### src/shared/reader_status_pkg.sv
/*
  Constants for the reader status and test register bank: register offsets,
  field positions, reset values, page and measurement codes.
  Assumes a byte-wide host register port with a 6-bit register address.
*/
package reader_status_pkg;
  // Register addresses
  localparam logic [5:0] ADDR_GAIN_STATUS = 6'h0e;
  localparam logic [5:0] ADDR_SIGNAL_STRENGTH = 6'h0f;
  localparam logic [5:0] ADDR_LIMIT_OR_OSC = 6'h10;
  localparam logic [5:0] ADDR_MEASURE_SELECT = 6'h11;
  localparam logic [5:0] ADDR_TEST_SETTING = 6'h12;
  localparam logic [5:0] ADDR_CHIP_VERSION = 6'h13;
  // Reset values
  localparam logic [2:0] MEASURE_RESET = 3'h0;
  localparam logic [23:0] TEST_SETTING_RESET = 24'h000000;
  localparam logic [7:0] READ_IDLE = 8'h00;
  // Byte pointer of the three-byte test setting register
  localparam logic [1:0] TSET_BYTE_FIRST = 2'h0;
  localparam logic [1:0] TSET_BYTE_LAST = 2'h2;
  localparam logic [1:0] TSET_BYTE_STEP = 2'h1;
  // Test setting field positions (low bit of each field)
  localparam int TS_TEST_GROUP_A = 21;
  localparam int TS_TEST_GROUP_B = 18;
  localparam int TS_DECODER_SPEEDUP = 16;
  localparam int TS_PAGE_SELECT = 14;
  localparam int TS_STRENGTH_CONT = 13;
  localparam int TS_GAIN_CONTROL_TYPE = 12;
  localparam int TS_RX_BLOCK = 10;
  localparam int TS_DIG_FILTER_OFF = 9;
  localparam int TS_SUBC_IN = 4;
  localparam int TS_SUBC_OUT = 3;
  localparam int TS_PRESCALER_TEST = 2;
  localparam int TS_EXTRA_TEST = 0;
  // Mask of writable test setting bits; bits 17 and 8:5 are reserved
  localparam logic [23:0] TEST_SETTING_MASK = 24'hfd_fe1f;
  // Page select codes for the shared status register
  localparam logic [1:0] PAGE_GAIN_LIMIT = 2'h0;
  localparam logic [1:0] PAGE_OSC_RANGE = 2'h1;
  // Measurement source codes
  localparam logic [2:0] MEAS_NONE = 3'h0;
  localparam logic [2:0] MEAS_I_MIXER_DC = 3'h1;
  localparam logic [2:0] MEAS_Q_MIXER_DC = 3'h2;
  localparam logic [2:0] MEAS_ADC_PIN = 3'h3;
  localparam logic [2:0] MEAS_RF_LEVEL = 3'h4;
  localparam logic [2:0] MEAS_EXTERNAL_SUPPLY_LEVEL = 3'h7;
  // Width of the synchronised analog status vector
  localparam int STATUS_IN_W = 31;
endpackage

### src/verilog/reader_status_test_registers.sv
/*
  Bank of receiver and synthesizer status registers and the test and
  measurement configuration registers of the reader chip.
  Assumes the host port logic delivers byte reads and writes on clk_sys
  with an access_end pulse at the end of each host access, and that the
  analog status inputs are asynchronous to clk_sys.
*/
`timescale 1ns/1ps
module reader_status_test_registers
  import reader_status_pkg::*;
#(
  parameter logic [7:0] CHIP_VERSION = 8'h5a  // Arbitrary identification value
) (
  // Clock and reset
  input wire logic clk_sys,
  input wire logic rst,
  input wire logic chip_en,
  // Host register port
  input wire logic [5:0] reg_addr,
  input wire logic reg_wr,
  input wire logic [7:0] reg_wr_data,
  input wire logic reg_rd,
  input wire logic access_end,
  output logic [7:0] reg_rd_data,
  // Receiver and synthesizer status from the analog side
  input wire logic rx_active,
  input wire logic [3:0] gain_level,
  input wire logic subc_from_q,
  input wire logic rf_level_stable,
  input wire logic pll_locked,
  input wire logic osc_stable,
  input wire logic [3:0] strength_i,
  input wire logic [3:0] strength_q,
  input wire logic [2:0] gain_limit_i,
  input wire logic [2:0] gain_limit_q,
  input wire logic [3:0] osc_range_result,
  input wire logic osc_double_freq,
  input wire logic [2:0] tune_voltage_code,
  // Configuration outputs
  output logic [2:0] measure_source,
  output logic [2:0] analog_test_group_a,
  output logic [2:0] analog_test_group_b,
  output logic decoder_speedup,
  output logic [1:0] status_page_select,
  output logic strength_continuous,
  output logic gain_control_type,
  output logic [1:0] rx_output_block,
  output logic digital_filter_off,
  output logic subc_input_enable,
  output logic subc_output_enable,
  output logic prescaler_test,
  output logic [1:0] extra_test
);

  // Asynchronous status gathered into one vector for the synchroniser
  logic [STATUS_IN_W-1:0] status_raw;
  logic [STATUS_IN_W-1:0] sync_a;  // First stage, read only by sync_b
  logic [STATUS_IN_W-1:0] sync_b;
  logic en_a;
  logic en_b;
  logic soft_rst;  // Power-on reset or chip disabled
  // Held reception values
  logic subc_held;
  logic [7:0] strength_held;
  logic [7:0] next_strength_held;
  logic next_subc_held;
  // Writable registers
  logic [2:0] measure_sel;
  logic [2:0] next_measure_sel;
  logic [23:0] test_setting;
  logic [23:0] next_test_setting;
  logic [1:0] tset_ptr;
  logic [1:0] next_tset_ptr;
  logic [7:0] next_rd_data;
  // Synchronised views
  logic rx_s;
  logic [3:0] gain_s;
  logic subc_s;
  logic [2:0] good_s;
  logic [7:0] strength_s;
  logic [5:0] limit_s;
  logic [7:0] osc_s;
  logic [7:0] status0_value;
  logic [7:0] page_value;

  assign status_raw = {rx_active, gain_level, subc_from_q, rf_level_stable, pll_locked,
                       osc_stable, strength_q, strength_i, gain_limit_i, gain_limit_q,
                       osc_range_result, osc_double_freq, tune_voltage_code};
  assign {rx_s, gain_s, subc_s, good_s, strength_s, limit_s, osc_s} = sync_b;
  assign soft_rst = rst | ~en_b;

  // Two-stage synchroniser; the enable pin shares the same treatment
  always_ff @(posedge clk_sys) begin
    if (rst) begin
      sync_a <= '0;
      sync_b <= '0;
      en_a <= 1'b0;
      en_b <= 1'b0;
    end else begin
      sync_a <= status_raw;
      sync_b <= sync_a;
      en_a <= chip_en;
      en_b <= en_a;
    end
  end

  // Picks a byte out of the 24-bit test setting, first byte is the top one
  function automatic logic [7:0] tset_byte(input logic [23:0] v, input logic [1:0] p);
    logic [7:0] b;
    b = v[23:16];
    if (p == TSET_BYTE_STEP) begin
      b = v[15:8];
    end else if (p == TSET_BYTE_LAST) begin
      b = v[7:0];
    end
    return b;
  endfunction

  // Status word and paged view, assembled from live and held values
  always_comb begin
    status0_value = {gain_s, subc_held, good_s};
    if (test_setting[TS_PAGE_SELECT +: 2] == PAGE_GAIN_LIMIT) begin
      page_value = {2'h0, limit_s};
    end else if (test_setting[TS_PAGE_SELECT +: 2] == PAGE_OSC_RANGE) begin
      page_value = osc_s;
    end else begin
      // Undefined pages read as zero
      page_value = READ_IDLE;
    end
  end

  // Next values of held status, writable registers and read data
  always_comb begin
    next_subc_held = subc_held;
    next_strength_held = strength_held;
    next_measure_sel = measure_sel;
    next_test_setting = test_setting;
    next_tset_ptr = tset_ptr;
    next_rd_data = reg_rd_data;
    // Values only move while receiving, so they stay valid up to the next reception
    if (rx_s) begin
      next_subc_held = subc_s;
      next_strength_held = strength_s;
    end
    // Writes: only the two configuration registers take data
    if (reg_wr) begin
      if (reg_addr == ADDR_MEASURE_SELECT) begin
        next_measure_sel = reg_wr_data[2:0];
      end else if (reg_addr == ADDR_TEST_SETTING) begin
        if (tset_ptr == TSET_BYTE_FIRST) begin
          next_test_setting[23:16] = reg_wr_data & TEST_SETTING_MASK[23:16];
        end else if (tset_ptr == TSET_BYTE_STEP) begin
          next_test_setting[15:8] = reg_wr_data & TEST_SETTING_MASK[15:8];
        end else begin
          next_test_setting[7:0] = reg_wr_data & TEST_SETTING_MASK[7:0];
        end
      end
      // Other addresses, status ones included, are dropped here
    end
    // Reads: registered one cycle after the strobe
    if (reg_rd) begin
      if (reg_addr == ADDR_GAIN_STATUS) begin
        next_rd_data = status0_value;
      end else if (reg_addr == ADDR_SIGNAL_STRENGTH) begin
        next_rd_data = strength_held;
      end else if (reg_addr == ADDR_LIMIT_OR_OSC) begin
        next_rd_data = page_value;
      end else if (reg_addr == ADDR_MEASURE_SELECT) begin
        next_rd_data = {5'h00, measure_sel};
      end else if (reg_addr == ADDR_TEST_SETTING) begin
        next_rd_data = tset_byte(test_setting, tset_ptr);
      end else if (reg_addr == ADDR_CHIP_VERSION) begin
        next_rd_data = CHIP_VERSION;
      end else begin
        next_rd_data = READ_IDLE;
      end
    end
    // Byte pointer walks the three bytes, then restarts; an access end rewinds it
    if (access_end) begin
      next_tset_ptr = TSET_BYTE_FIRST;
    end else if ((reg_wr || reg_rd) && reg_addr == ADDR_TEST_SETTING) begin
      if (tset_ptr == TSET_BYTE_LAST) begin
        next_tset_ptr = TSET_BYTE_FIRST;
      end else begin
        next_tset_ptr = tset_ptr + TSET_BYTE_STEP;
      end
    end
  end

  // Register stage; configuration clears on reset or while disabled
  always_ff @(posedge clk_sys) begin
    if (soft_rst) begin
      measure_sel <= MEASURE_RESET;
      test_setting <= TEST_SETTING_RESET;
      tset_ptr <= TSET_BYTE_FIRST;
      subc_held <= 1'b0;
      strength_held <= READ_IDLE;
      reg_rd_data <= READ_IDLE;
    end else begin
      measure_sel <= next_measure_sel;
      test_setting <= next_test_setting;
      tset_ptr <= next_tset_ptr;
      subc_held <= next_subc_held;
      strength_held <= next_strength_held;
      reg_rd_data <= next_rd_data;
    end
  end

  // Field outputs; a nonzero test setting is a host misuse we do not block
  assign measure_source = measure_sel;
  assign analog_test_group_a = test_setting[TS_TEST_GROUP_A +: 3];
  assign analog_test_group_b = test_setting[TS_TEST_GROUP_B +: 3];
  assign decoder_speedup = test_setting[TS_DECODER_SPEEDUP];
  assign status_page_select = test_setting[TS_PAGE_SELECT +: 2];
  assign strength_continuous = test_setting[TS_STRENGTH_CONT];
  assign gain_control_type = test_setting[TS_GAIN_CONTROL_TYPE];
  assign rx_output_block = test_setting[TS_RX_BLOCK +: 2];
  assign digital_filter_off = test_setting[TS_DIG_FILTER_OFF];
  assign subc_input_enable = test_setting[TS_SUBC_IN];
  assign subc_output_enable = test_setting[TS_SUBC_OUT];
  assign prescaler_test = test_setting[TS_PRESCALER_TEST];
  assign extra_test = test_setting[TS_EXTRA_TEST +: 2];
endmodule
### config.mk
export PLATFORM = sky130hd
export DESIGN_NAME = reader_status_test_registers
export DESIGN_NICKNAME = d
export VERILOG_FILES = /design/src/shared/reader_status_pkg.sv /design/src/verilog/reader_status_test_registers.sv
export SDC_FILE = /design/constraint.sdc
export NUM_CORES = 1
export LEC_CHECK = 0
export BUFFER_PORTS_ARGS = -buffer_cell sky130_fd_sc_hd__buf_2
export CORE_MARGIN = 2
export CORE_UTILIZATION = 57
export DETAILED_ROUTE_END_ITERATION = 7
export HOLD_SLACK_MARGIN = 0.08
export PLACE_DENSITY_LB_ADDON = 0.25
export RECOVER_POWER = 25
export SYNTH_ARGS = -nofsm -noshare
export SYNTH_HDL_FRONTEND = slang
export SYNTH_SLANG_ARGS = --single-unit
### constraint.sdc
create_clock -name clk_sys -period 2.33 [get_ports clk_sys]
set_input_delay 0.1165 -clock clk_sys [delete_from_list [all_inputs] [get_ports clk_sys]]
set_output_delay 0.1165 -clock clk_sys [all_outputs]
set_load 0.005 [all_outputs]
After elaboration in Yosys (flattened, before gate mapping)

Cells that the tools add are included.
W data, S select, Z words.

Bits in registers: 105
Word-level logic and storage cells: 47

Add/sub/neg operators: 1
Equal/unequal tests: 9
Muxes and demuxes: 11
Bitwise logic cells: 5
Reductions and logical operators: 9

Operators with widths:

| operator              | count |
|---|---|
| $mux W8               | 9 |
| $eq A6 B5 Y1 const B  | 4 |
| $eq A6 B4 Y1 const B  | 2 |
| $reduce_and A5 Y1     | 2 |
| $mux W7               | 1 |
| $eq A2 B1 Y1 const B  | 2 |
| $logic_not A2 Y1      | 2 |
| $not A1 Y1            | 4 |
| $reduce_and A4 Y1     | 1 |
| $add A2 B1 Y2 const B | 1 |
| $eq A2 B2 Y1 const B  | 1 |
| $mux W2               | 1 |
| $reduce_and A2 Y1     | 1 |
| $reduce_or A2 Y1      | 1 |
| $logic_and A1 B1 Y1   | 1 |
| $logic_or A1 B1 Y1    | 1 |
| $or A1 B1 Y1          | 1 |

Depth between registers and ports, before layout

Gate-level depths: netlist (run 1).

Depth after elaboration: 8
Depth in mapped cells: 7

Worst setup path before layout (run 1)

No wires, ideal clock.

Path kind: register -> register
Start point: register test_setting[14]
End point: register reg_rd_data[2]
Library setup time: 0.128 ns
Arrival: 1.245 ns
Data required time: 2.202 ns
Slack: 0.957 ns
Stages on the path, launching flop included: 6
Cell sequence: dfxtp_1 > buf_2 > mux2_2 > a22o_1 > o21ai_0 > a21oi_1

Longest elaborated chain between the ends: 6
Elaborated cells between the ends (all ways): 7
Classes of those cells: eq/ne (1); mux (5); reduce/logical (1)

Ends and longest elaborated chain:

| what                   | line                                | text |
|---|---|---|
| from (decl)            | reader_status_test_registers.sv:70  | `logic [23:0] test_setting;` |
| from (signal assigned) | reader_status_test_registers.sv:201 | `test_setting <= next_test_setting;` |
| $eq A2 B1 Y1           | reader_status_test_registers.sv:124 | `end else if (test_setting[TS_PAGE_SELECT +: 2] == PAGE_OSC_RANGE) begin` |
| $mux W8                | reader_status_test_registers.sv:124 |  |
| $mux W8 *              | reader_status_test_registers.sv:122 | `if (test_setting[TS_PAGE_SELECT +: 2] == PAGE_GAIN_LIMIT) begin` |
| $mux W8 *              | reader_status_test_registers.sv:166 | `end else if (reg_addr == ADDR_LIMIT_OR_OSC) begin` |
| $mux W8 *              | reader_status_test_registers.sv:164 | `end else if (reg_addr == ADDR_SIGNAL_STRENGTH) begin` |
| $mux W8 *              | reader_status_test_registers.sv:162 | `if (reg_addr == ADDR_GAIN_STATUS) begin` |
| to (signal assigned)   | reader_status_test_registers.sv:205 | `reg_rd_data <= next_rd_data;` |
| to (decl)              | reader_status_test_registers.sv:24  | `output logic [7:0] reg_rd_data,` |

Every way passes the cells marked *; elsewhere a longest branch is shown, timed or not.
A chain may end at the register's enable or synchronous reset.

Final worst setup path (run 1)

Start point: register tset_ptr[1]
End point: register reg_rd_data[7]

Longest elaborated chain between the ends: 8
Elaborated cells between the ends (all ways): 9
Classes of those cells: eq/ne (2); mux (7)

Ends and longest elaborated chain:

| what                   | line                                | text |
|---|---|---|
| from (decl)            | reader_status_test_registers.sv:72  | `logic [1:0] tset_ptr;` |
| from (signal assigned) | reader_status_test_registers.sv:202 | `tset_ptr <= next_tset_ptr;` |
| $eq A2 B2 Y1           | reader_status_test_registers.sv:113 | `end else if (p == TSET_BYTE_LAST) begin` |
| $mux W8                | reader_status_test_registers.sv:113 |  |
| $mux W8 *              | reader_status_test_registers.sv:111 | `if (p == TSET_BYTE_STEP) begin` |
| $mux W8 *              | reader_status_test_registers.sv:170 | `end else if (reg_addr == ADDR_TEST_SETTING) begin` |
| $mux W8 *              | reader_status_test_registers.sv:168 | `end else if (reg_addr == ADDR_MEASURE_SELECT) begin` |
| $mux W8 *              | reader_status_test_registers.sv:166 |  |
| $mux W8 *              | reader_status_test_registers.sv:164 |  |
| $mux W8 *              | reader_status_test_registers.sv:162 |  |

Marked as above.

==> flow_metrics.py, run 1 <==
metrics = {
    "outcome": {
        "status": "complete, no violations",
    },
    "logic_synthesis": {
        "netlist_instances": 366,
        "ys_ff_latch": 105,
        "synth_common_cells": "dfxtp_1 (105), nor2b_1 (72), mux2i_1 (42), nor2_1 (41), clkbuf_1 (19)",
        "synth_edf_count": 0,
        "yosysUniqueCellTypes": 35,
        "ys_seq_area_frac": 0.555,
        "postSynthAreaPerCell_sq_um": 10.3,
        "netlist_area_sq_um": 3790,
        "synth_top_area_cell": "dfxtp_1",
        "async_flop_share": 0,
        "syn_nets": 417,
        "synth_warnings": 0,
        "synth_flop_cell": "dfxtp_1",
        "yosysMostFrequentCell": "dfxtp_1",
        "yosysTopAreaCellShare": 0.555,
        "ys_top_cells_by_area": "dfxtp_1 (56%), nor2b_1 (12%), mux2i_1 (11%)",
    },
    "min_path": {
        "min_path_type": "in2reg",
    },
    "place": {
        "post_dp_cell_area_sq_um": 4240,
        "io_buffers": 80,
        "dp_slack_ns": 0.638,
        "hpwlAfterDp_microns": 5330,
        "gp_congestion": 0.861,
    },
    "pwr": {
        "p_leak_nw": 2.02,
        "powerDensity_nw_per_um2": 645,
        "irDropWorstVdd_mv": 0.493,
    },
    "cts": {
        "path_clk_slew_ns": 0.10,
        "post-cts-setup-buffers": 0,
        "cts.sinks": 105,
        "root_buffer": "clkbuf_8",
        "cts_resized": 0,
        "cts-buffers-inserted": 9,
        "ctsHtreeMaxLevel": 3,
        "clk_latency_ns": 0.36,
        "cts_buffer_depth": 2,
        "cts_tree": "yes",
    },
    "grt": {
        "global_route.overflow_total": 0,
        "grt_max_degree": 64,
        "grt_use_met3": 0.0577,
        "grtUsageMet1": 0.280,
        "grt-busiest-layer": "met2",
        "grt_pass1_vias": 2726,
        "antenna_found_initial": 0,
        "met2_usage": 0.390,
        "grtUsageTotal": 0.230,
        "grt_pass1_wl_microns": 12900,
    },
    "layout": {
        "final_nets": 533,
        "syn_to_final_growth_pct": 27.5,
        "fill_cells": 452,
        "fin_area_sq_um": 4830,
        "layout-drive-gt1-share": 0.199,
        "diodes": 0,
    },
    "setup_path": {
        "worstSetupPathType": "reg2reg",
        "path_cells": "nor2b_1 > a22oi_1 > o22ai_1 > a32oi_1 > a21oi_1",
        "crit_path_end_kind": "flip-flop",
        "start_kind": "flip-flop",
        "required_ns": 2.57,
        "slowest_delay_ns": 0.68,
        "crit_arrival_ns": 2.00,
        "cp_max_fo": 16,
        "crit_family": "compound AO/OA/AOI/OAI gates",
        "cp_num_buf_inv": 0,
        "crit_slowest_cell": "dfxtp_1",
    },
    "routing": {
        "antenna_left": 0,
        "vias": 2915,
        "routedWlPerCell_microns": 14.2,
        "via_per_inst": 5.17,
        "finalWirelength_microns": 8020,
        "drt_drc_violations_left": 0,
        "drt-pass1-iter-count": 4,
        "dr.first_iter.drc_count": 151,
    },
    "timing": {
        "hold_viol": 0,
        "post-route-min-period_ns": 1.76,
        "max_freq_mhz": 570,
        "grt_setup_unrepaired": "no",
        "skew_ns": 0.0107,
        "setup_tns_ns": 0,
        "worst_pin_slew_ns": 0.588,
        "slew_headroom": 0.607,
        "slew_viol_final": 0,
        "period_share": 0.754,
        "finalWorstSetupSlack_ns": 0.574,
        "setup_viol": 0,
    },
    "floorplan": {
        "io_pins": 81,
        "start_util": 0.593,
        "die_w_microns": 85.5,
        "core_sq_um": 6390,
        "row_count": 29,
        "die_area_sq_um": 7310,
        "die_height_microns": 85.5,
    },
    "job": {
        "maxCapViolations": 0,
    },
}
## worst reg2reg max path, delay by kind of cell (launching register included)
family             cells  cell delay [ns]
AOI/OAI and AO/OA      4             0.73
DFF                    1             0.68
and+or+nand+nor        1             0.24
## routing by layer
layer	part of all wire	routed length [microns]	vias up
met5	0	0	-
met4	0.017	139	0
met3	0.059	477	12
met2	0.50	3970	97
met1	0.43	3430	1342
li1	-	-	1464
## registers in the layout (all words and copies together) (netlist names)
| name | cells |
|---|---|
| sync_b | 31 |
| test_setting | 19 |
| measure_source | 3 |
| en_a | 1 |
| tset_ptr | 2 |
| strength_held | 8 |
| en_b | 1 |
| sync_a | 31 |
| subc_held | 1 |
| reg_rd_data | 8 |
## placed cells by master, fill, tap and decap left out, types with 4 or more instances in the layout
master	n
nand2_1	7
buf_2	69
a211oi_1	4
a221oi_1	5
nor2b_1	72
clkbuf_1	12
nor2_1	41
dfxtp_1	105
buf_4	6
o21ai_0	11
a21oi_1	12
nor3_1	4
clkbuf_8	10
dlygate4sd3_1	42
mux2i_1	42
a31oi_1	5
## through the flow
stage / cells / utilization / hold slack, ns / power (mW)
6_report: 564 / 0.756 / 0.126 / 3.12
3_3_place_gp: 506 / 0.663 / 0.324 / 2.05
5_1_grt: 564 / 0.756 / 0.131 / 3.24
3_5_place_dp: 506 / 0.663 / 0.326 / 2.06
4_1_cts: 564 / 0.758 / 0.110 / 3.14
2_1_floorplan: 366 / - / 0.196 / 1.98
## worst paths after layout
kind                                   from             end  slack [ns]  cells after the start
worst max-delay path            tset_ptr[1]  reg_rd_data[7]        0.57                      5
worst min-delay path                 reg_rd  reg_rd_data[0]        0.13                      2
worst max register to register  tset_ptr[1]  reg_rd_data[7]        0.57                      5
worst min register to register   sync_a[23]      sync_b[23]        0.44                      1
## power breakdown
part	switching [mW]	internal [mW]
clock network	0.605	0.438
logic	0.0873	0.122
registers	0.0163	1.85
total	0.709	2.41
## area by class of cell
| type | count | area, sq um | share of cell area |
|---|---|---|---|
| Sequential cell | 105 | 2100 | 0.435 |
| Multi-Input combinational cell | 235 | 1580 | 0.327 |
| Timing Repair Buffer | 128 | 852 | 0.176 |
| Clock buffer | 11 | 141 | 0.0293 |
| Tap cell | 77 | 96.3 | 0.0199 |
| Clock inverter | 5 | 46.3 | 0.00959 |
| Inverter | 3 | 11.3 | 0.00233 |
## timing repair
action	CTS	global route
hold endpoints to repair	57	0
hold buffers	42	0
setup endpoints to repair	0	0
## kinds of logic (layout without fill, tap and decap cells)
| group | Yosys count | after routing | share of synthesized area |
|---|---|---|---|
| xor+xnor | 1 | 1 | 0.00231 |
| compound gates | 49 | 49 | 0.0826 |
| buf+inv | 26 | 147 | 0.0278 |
| mux | 44 | 44 | 0.117 |
| simple gates | 141 | 141 | 0.215 |
| flops | 105 | 105 | 0.555 |
(Power assumes the default switching activity.)
==> run 2: changes to the inputs <==
ABC_AREA = 1   (was default)
CORE_UTILIZATION = 54   (was 57)
clock period = 1.8 ns   (was 2.33 ns; I/O delays follow)
==> run 2 against run 1 <==
Non-clock buffer count fell by 2. Cell area rose by 4.3%. Worst setup slack got worse by 0.28 ns. Sequential share of layout area fell by 1.8 points. Routed wire length rose by 8.4%. Clock-buffer cell count fell by 2. Die area rose by 8.9%. Critical path depth rose by 4. Global-route usage rose by 0.68 points. Highest routed layer unchanged. Core utilization fell by 5.0 points.
==> flow_metrics.py, run 2 <==
metrics = {
    "layout": {
        "syn_to_final_growth_pct": 28.4,
        "fill_cells": 607,
        "layout_common_cells": "dfxtp_1 (105), nor2_1 (98), inv_1 (94), nand2_1 (86), buf_2 (79)",
        "final_nets": 679,
        "layout_commonest_cell": "dfxtp_1",
        "layout-drive-gt1-share": 0.199,
        "top_regs": "sync_a x31, sync_b x31, test_setting x19",
        "diodes": 0,
    },
    "logic_synthesis": {
        "ys_top_cells_by_area": "dfxtp_1 (54%), nor2_1 (9.4%), inv_1 (9.0%)",
        "ys_seq_area_frac": 0.536,
        "postSynthAreaPerCell_sq_um": 7.77,
        "syn_nets": 556,
        "synth_flop_cell": "dfxtp_1",
        "synth_top_area_cell": "dfxtp_1",
        "netlist_instances": 505,
        "yosysMostFrequentCell": "dfxtp_1",
        "yosysTopAreaCellShare": 0.536,
        "async_flop_share": 0,
        "yosysUniqueCellTypes": 32,
        "synth_warnings": 0,
        "synth_edf_count": 0,
        "synth_common_cells": "dfxtp_1 (105), nor2_1 (98), inv_1 (94), nand2_1 (86), a21oi_1 (24)",
        "ys_ff_latch": 105,
        "netlist_area_sq_um": 3920,
    },
    "cts": {
        "cts-buffers-inserted": 9,
        "cts_resized": 0,
        "path_clk_slew_ns": 0.11,
        "ctsHtreeMaxLevel": 3,
        "root_buffer": "clkbuf_8",
        "cts_tree": "yes",
        "cts.sinks": 105,
        "clk_latency_ns": 0.36,
        "cts_buffer_depth": 2,
    },
    "pwr": {
        "netSwitchingFraction": 0.239,
        "clkPwrFrac": 0.360,
        "intPower_mw": 3.21,
        "p_comb_frac": 0.069,
        "switchingPower_mw": 1.01,
        "irDropWorstVdd_mv": 0.542,
        "powerDensity_nw_per_um2": 837,
        "p_leak_nw": 2.35,
        "seqPwrFrac": 0.571,
    },
    "grt": {
        "grtUsageTotal": 0.237,
        "grt_pass1_wl_microns": 14400,
        "global_route.overflow_total": 0,
        "grt_pass1_vias": 3265,
        "grt_max_degree": 65,
        "antenna_found_initial": 0,
    },
    "setup_path": {
        "crit_slowest_cell": "dfxtp_1",
        "path_cells": "inv_2 > nand2_2 > inv_2 > nand2_1 > o211ai_1 > o21ai_0 > nand4_1 > nand2_1 > inv_1",
        "slowest_delay_ns": 0.47,
        "required_ns": 2.06,
        "cp_num_buf_inv": 3,
        "crit_family": "flip-flops",
        "cp_max_fo": 9,
        "start_kind": "flip-flop",
        "crit_arrival_ns": 1.77,
        "worstSetupPathType": "reg2reg",
        "crit_path_end_kind": "flip-flop",
    },
    "timing": {
        "hold_viol": 0,
        "period_share": 0.837,
        "worst_pin_slew_ns": 1.12,
        "skew_ns": 0.0115,
        "post-route-min-period_ns": 1.51,
        "setup_tns_ns": 0,
        "slew_viol_final": 0,
        "finalWorstSetupSlack_ns": 0.293,
        "grt_setup_unrepaired": "no",
        "whs_ns": 0.120,
        "max_freq_mhz": 664,
        "slew_headroom": 0.252,
        "setup_viol": 0,
    },
    "outcome": {
        "status": "complete, no violations",
    },
    "place": {
        "io_buffers": 80,
        "gp_congestion": 0.851,
        "hpwlAfterDp_microns": 6150,
        "dp_slack_ns": 0.294,
    },
    "floorplan": {
        "row_count": 31,
        "die_area_sq_um": 7960,
        "core_sq_um": 7140,
        "start_util": 0.550,
        "die_w_microns": 89.2,
        "die_height_microns": 89.2,
        "io_pins": 81,
    },
    "routing": {
        "drt_drc_violations_left": 0,
        "dr.first_iter.drc_count": 204,
        "finalWirelength_microns": 8690,
        "vias": 3377,
        "drt-pass1-iter-count": 4,
        "routedWlPerCell_microns": 11.9,
        "via_per_inst": 4.61,
        "antenna_left": 0,
    },
    "min_path": {
        "min_path_type": "in2reg",
    },
    "job": {
        "maxCapViolations": 0,
    },
}
## run 2: changes by cell type after synthesis, sizes merged, moves of 9 or more
cell,delta
inv,+96
nand4,+9
clkbuf,-12
a21oi,+12
nor2b,-72
mux2i,-42
nand2,+83
nor2,+64
## run 2: per-layer routing
layer  vias up  global-route usage  wire, microns
met3        16              0.0388            423
met1      1478               0.290           3880
met2       101               0.411           4220
met5         -                   0              0
li1       1782                   -              -
met4         0               0.100            168
## run 2: cells by family after synthesis
logic type | after synthesis | share of synthesized area
compound gates | 62 | 0.100
buf+inv | 114 | 0.113
simple gates | 224 | 0.251
flops | 105 | 0.536
## run 2: stage by stage
step | power (mW) | util | std cells | area, sq um
detailed placement | 2.68 | 0.619 | 675 | 4420
finish | 4.22 | 0.706 | 732 | 5040
global route | 4.38 | 0.706 | 732 | 5040
global placement | 2.68 | 0.619 | 675 | 4420
floorplan | 2.58 | - | 505 | 3920
CTS | 4.24 | 0.707 | 732 | 5040
## run 2: worst paths after layout
check                                  from        endpoint  slack [ns]  cells after the start
worst max-delay path            tset_ptr[1]  reg_rd_data[4]        0.29                      9
worst min-delay path                 reg_rd  reg_rd_data[7]        0.12                      3
worst max register to register  tset_ptr[1]  reg_rd_data[4]        0.29                      9
worst min register to register   sync_a[28]      sync_b[28]        0.41                      2
## run 2: power by group through the flow
stage | registers (mW) | logic, mW | clock network [mW]
5_1_grt | 2.41 | 0.330 | 1.64
3_3_place_gp | 2.46 | 0.216 | 0
6_report | 2.41 | 0.290 | 1.52
3_5_place_dp | 2.46 | 0.220 | 0
2_1_floorplan | 2.46 | 0.126 | 0
4_1_cts | 2.41 | 0.288 | 1.55
## run 2: what timing repair did
action | CTS | global route
setup buffers | 0 | 0
hold endpoints to repair | 56 | 0
hold buffers | 41 | 0
## run 2: layout make-up
cell class / count / area (sq um) / area share
flip-flops and latches: 105 / 2100 / 0.417
well taps: 99 / 124 / 0.0246
repair buffers: 126 / 845 / 0.168
clock inverters: 7 / 91.3 / 0.0181
inverters: 100 / 375 / 0.0745
clock buffers: 9 / 124 / 0.0246
multi-input cells: 286 / 1380 / 0.273
## run 2: worst reg2reg max path: cells and delay by family (launching register included)
kind | cells | cell delay (ns)
AND/OR/NAND/NOR | 4 | 0.44
flip-flops | 1 | 0.47
buffers and inverters | 3 | 0.21
AO/OA/AOI/OAI | 2 | 0.29
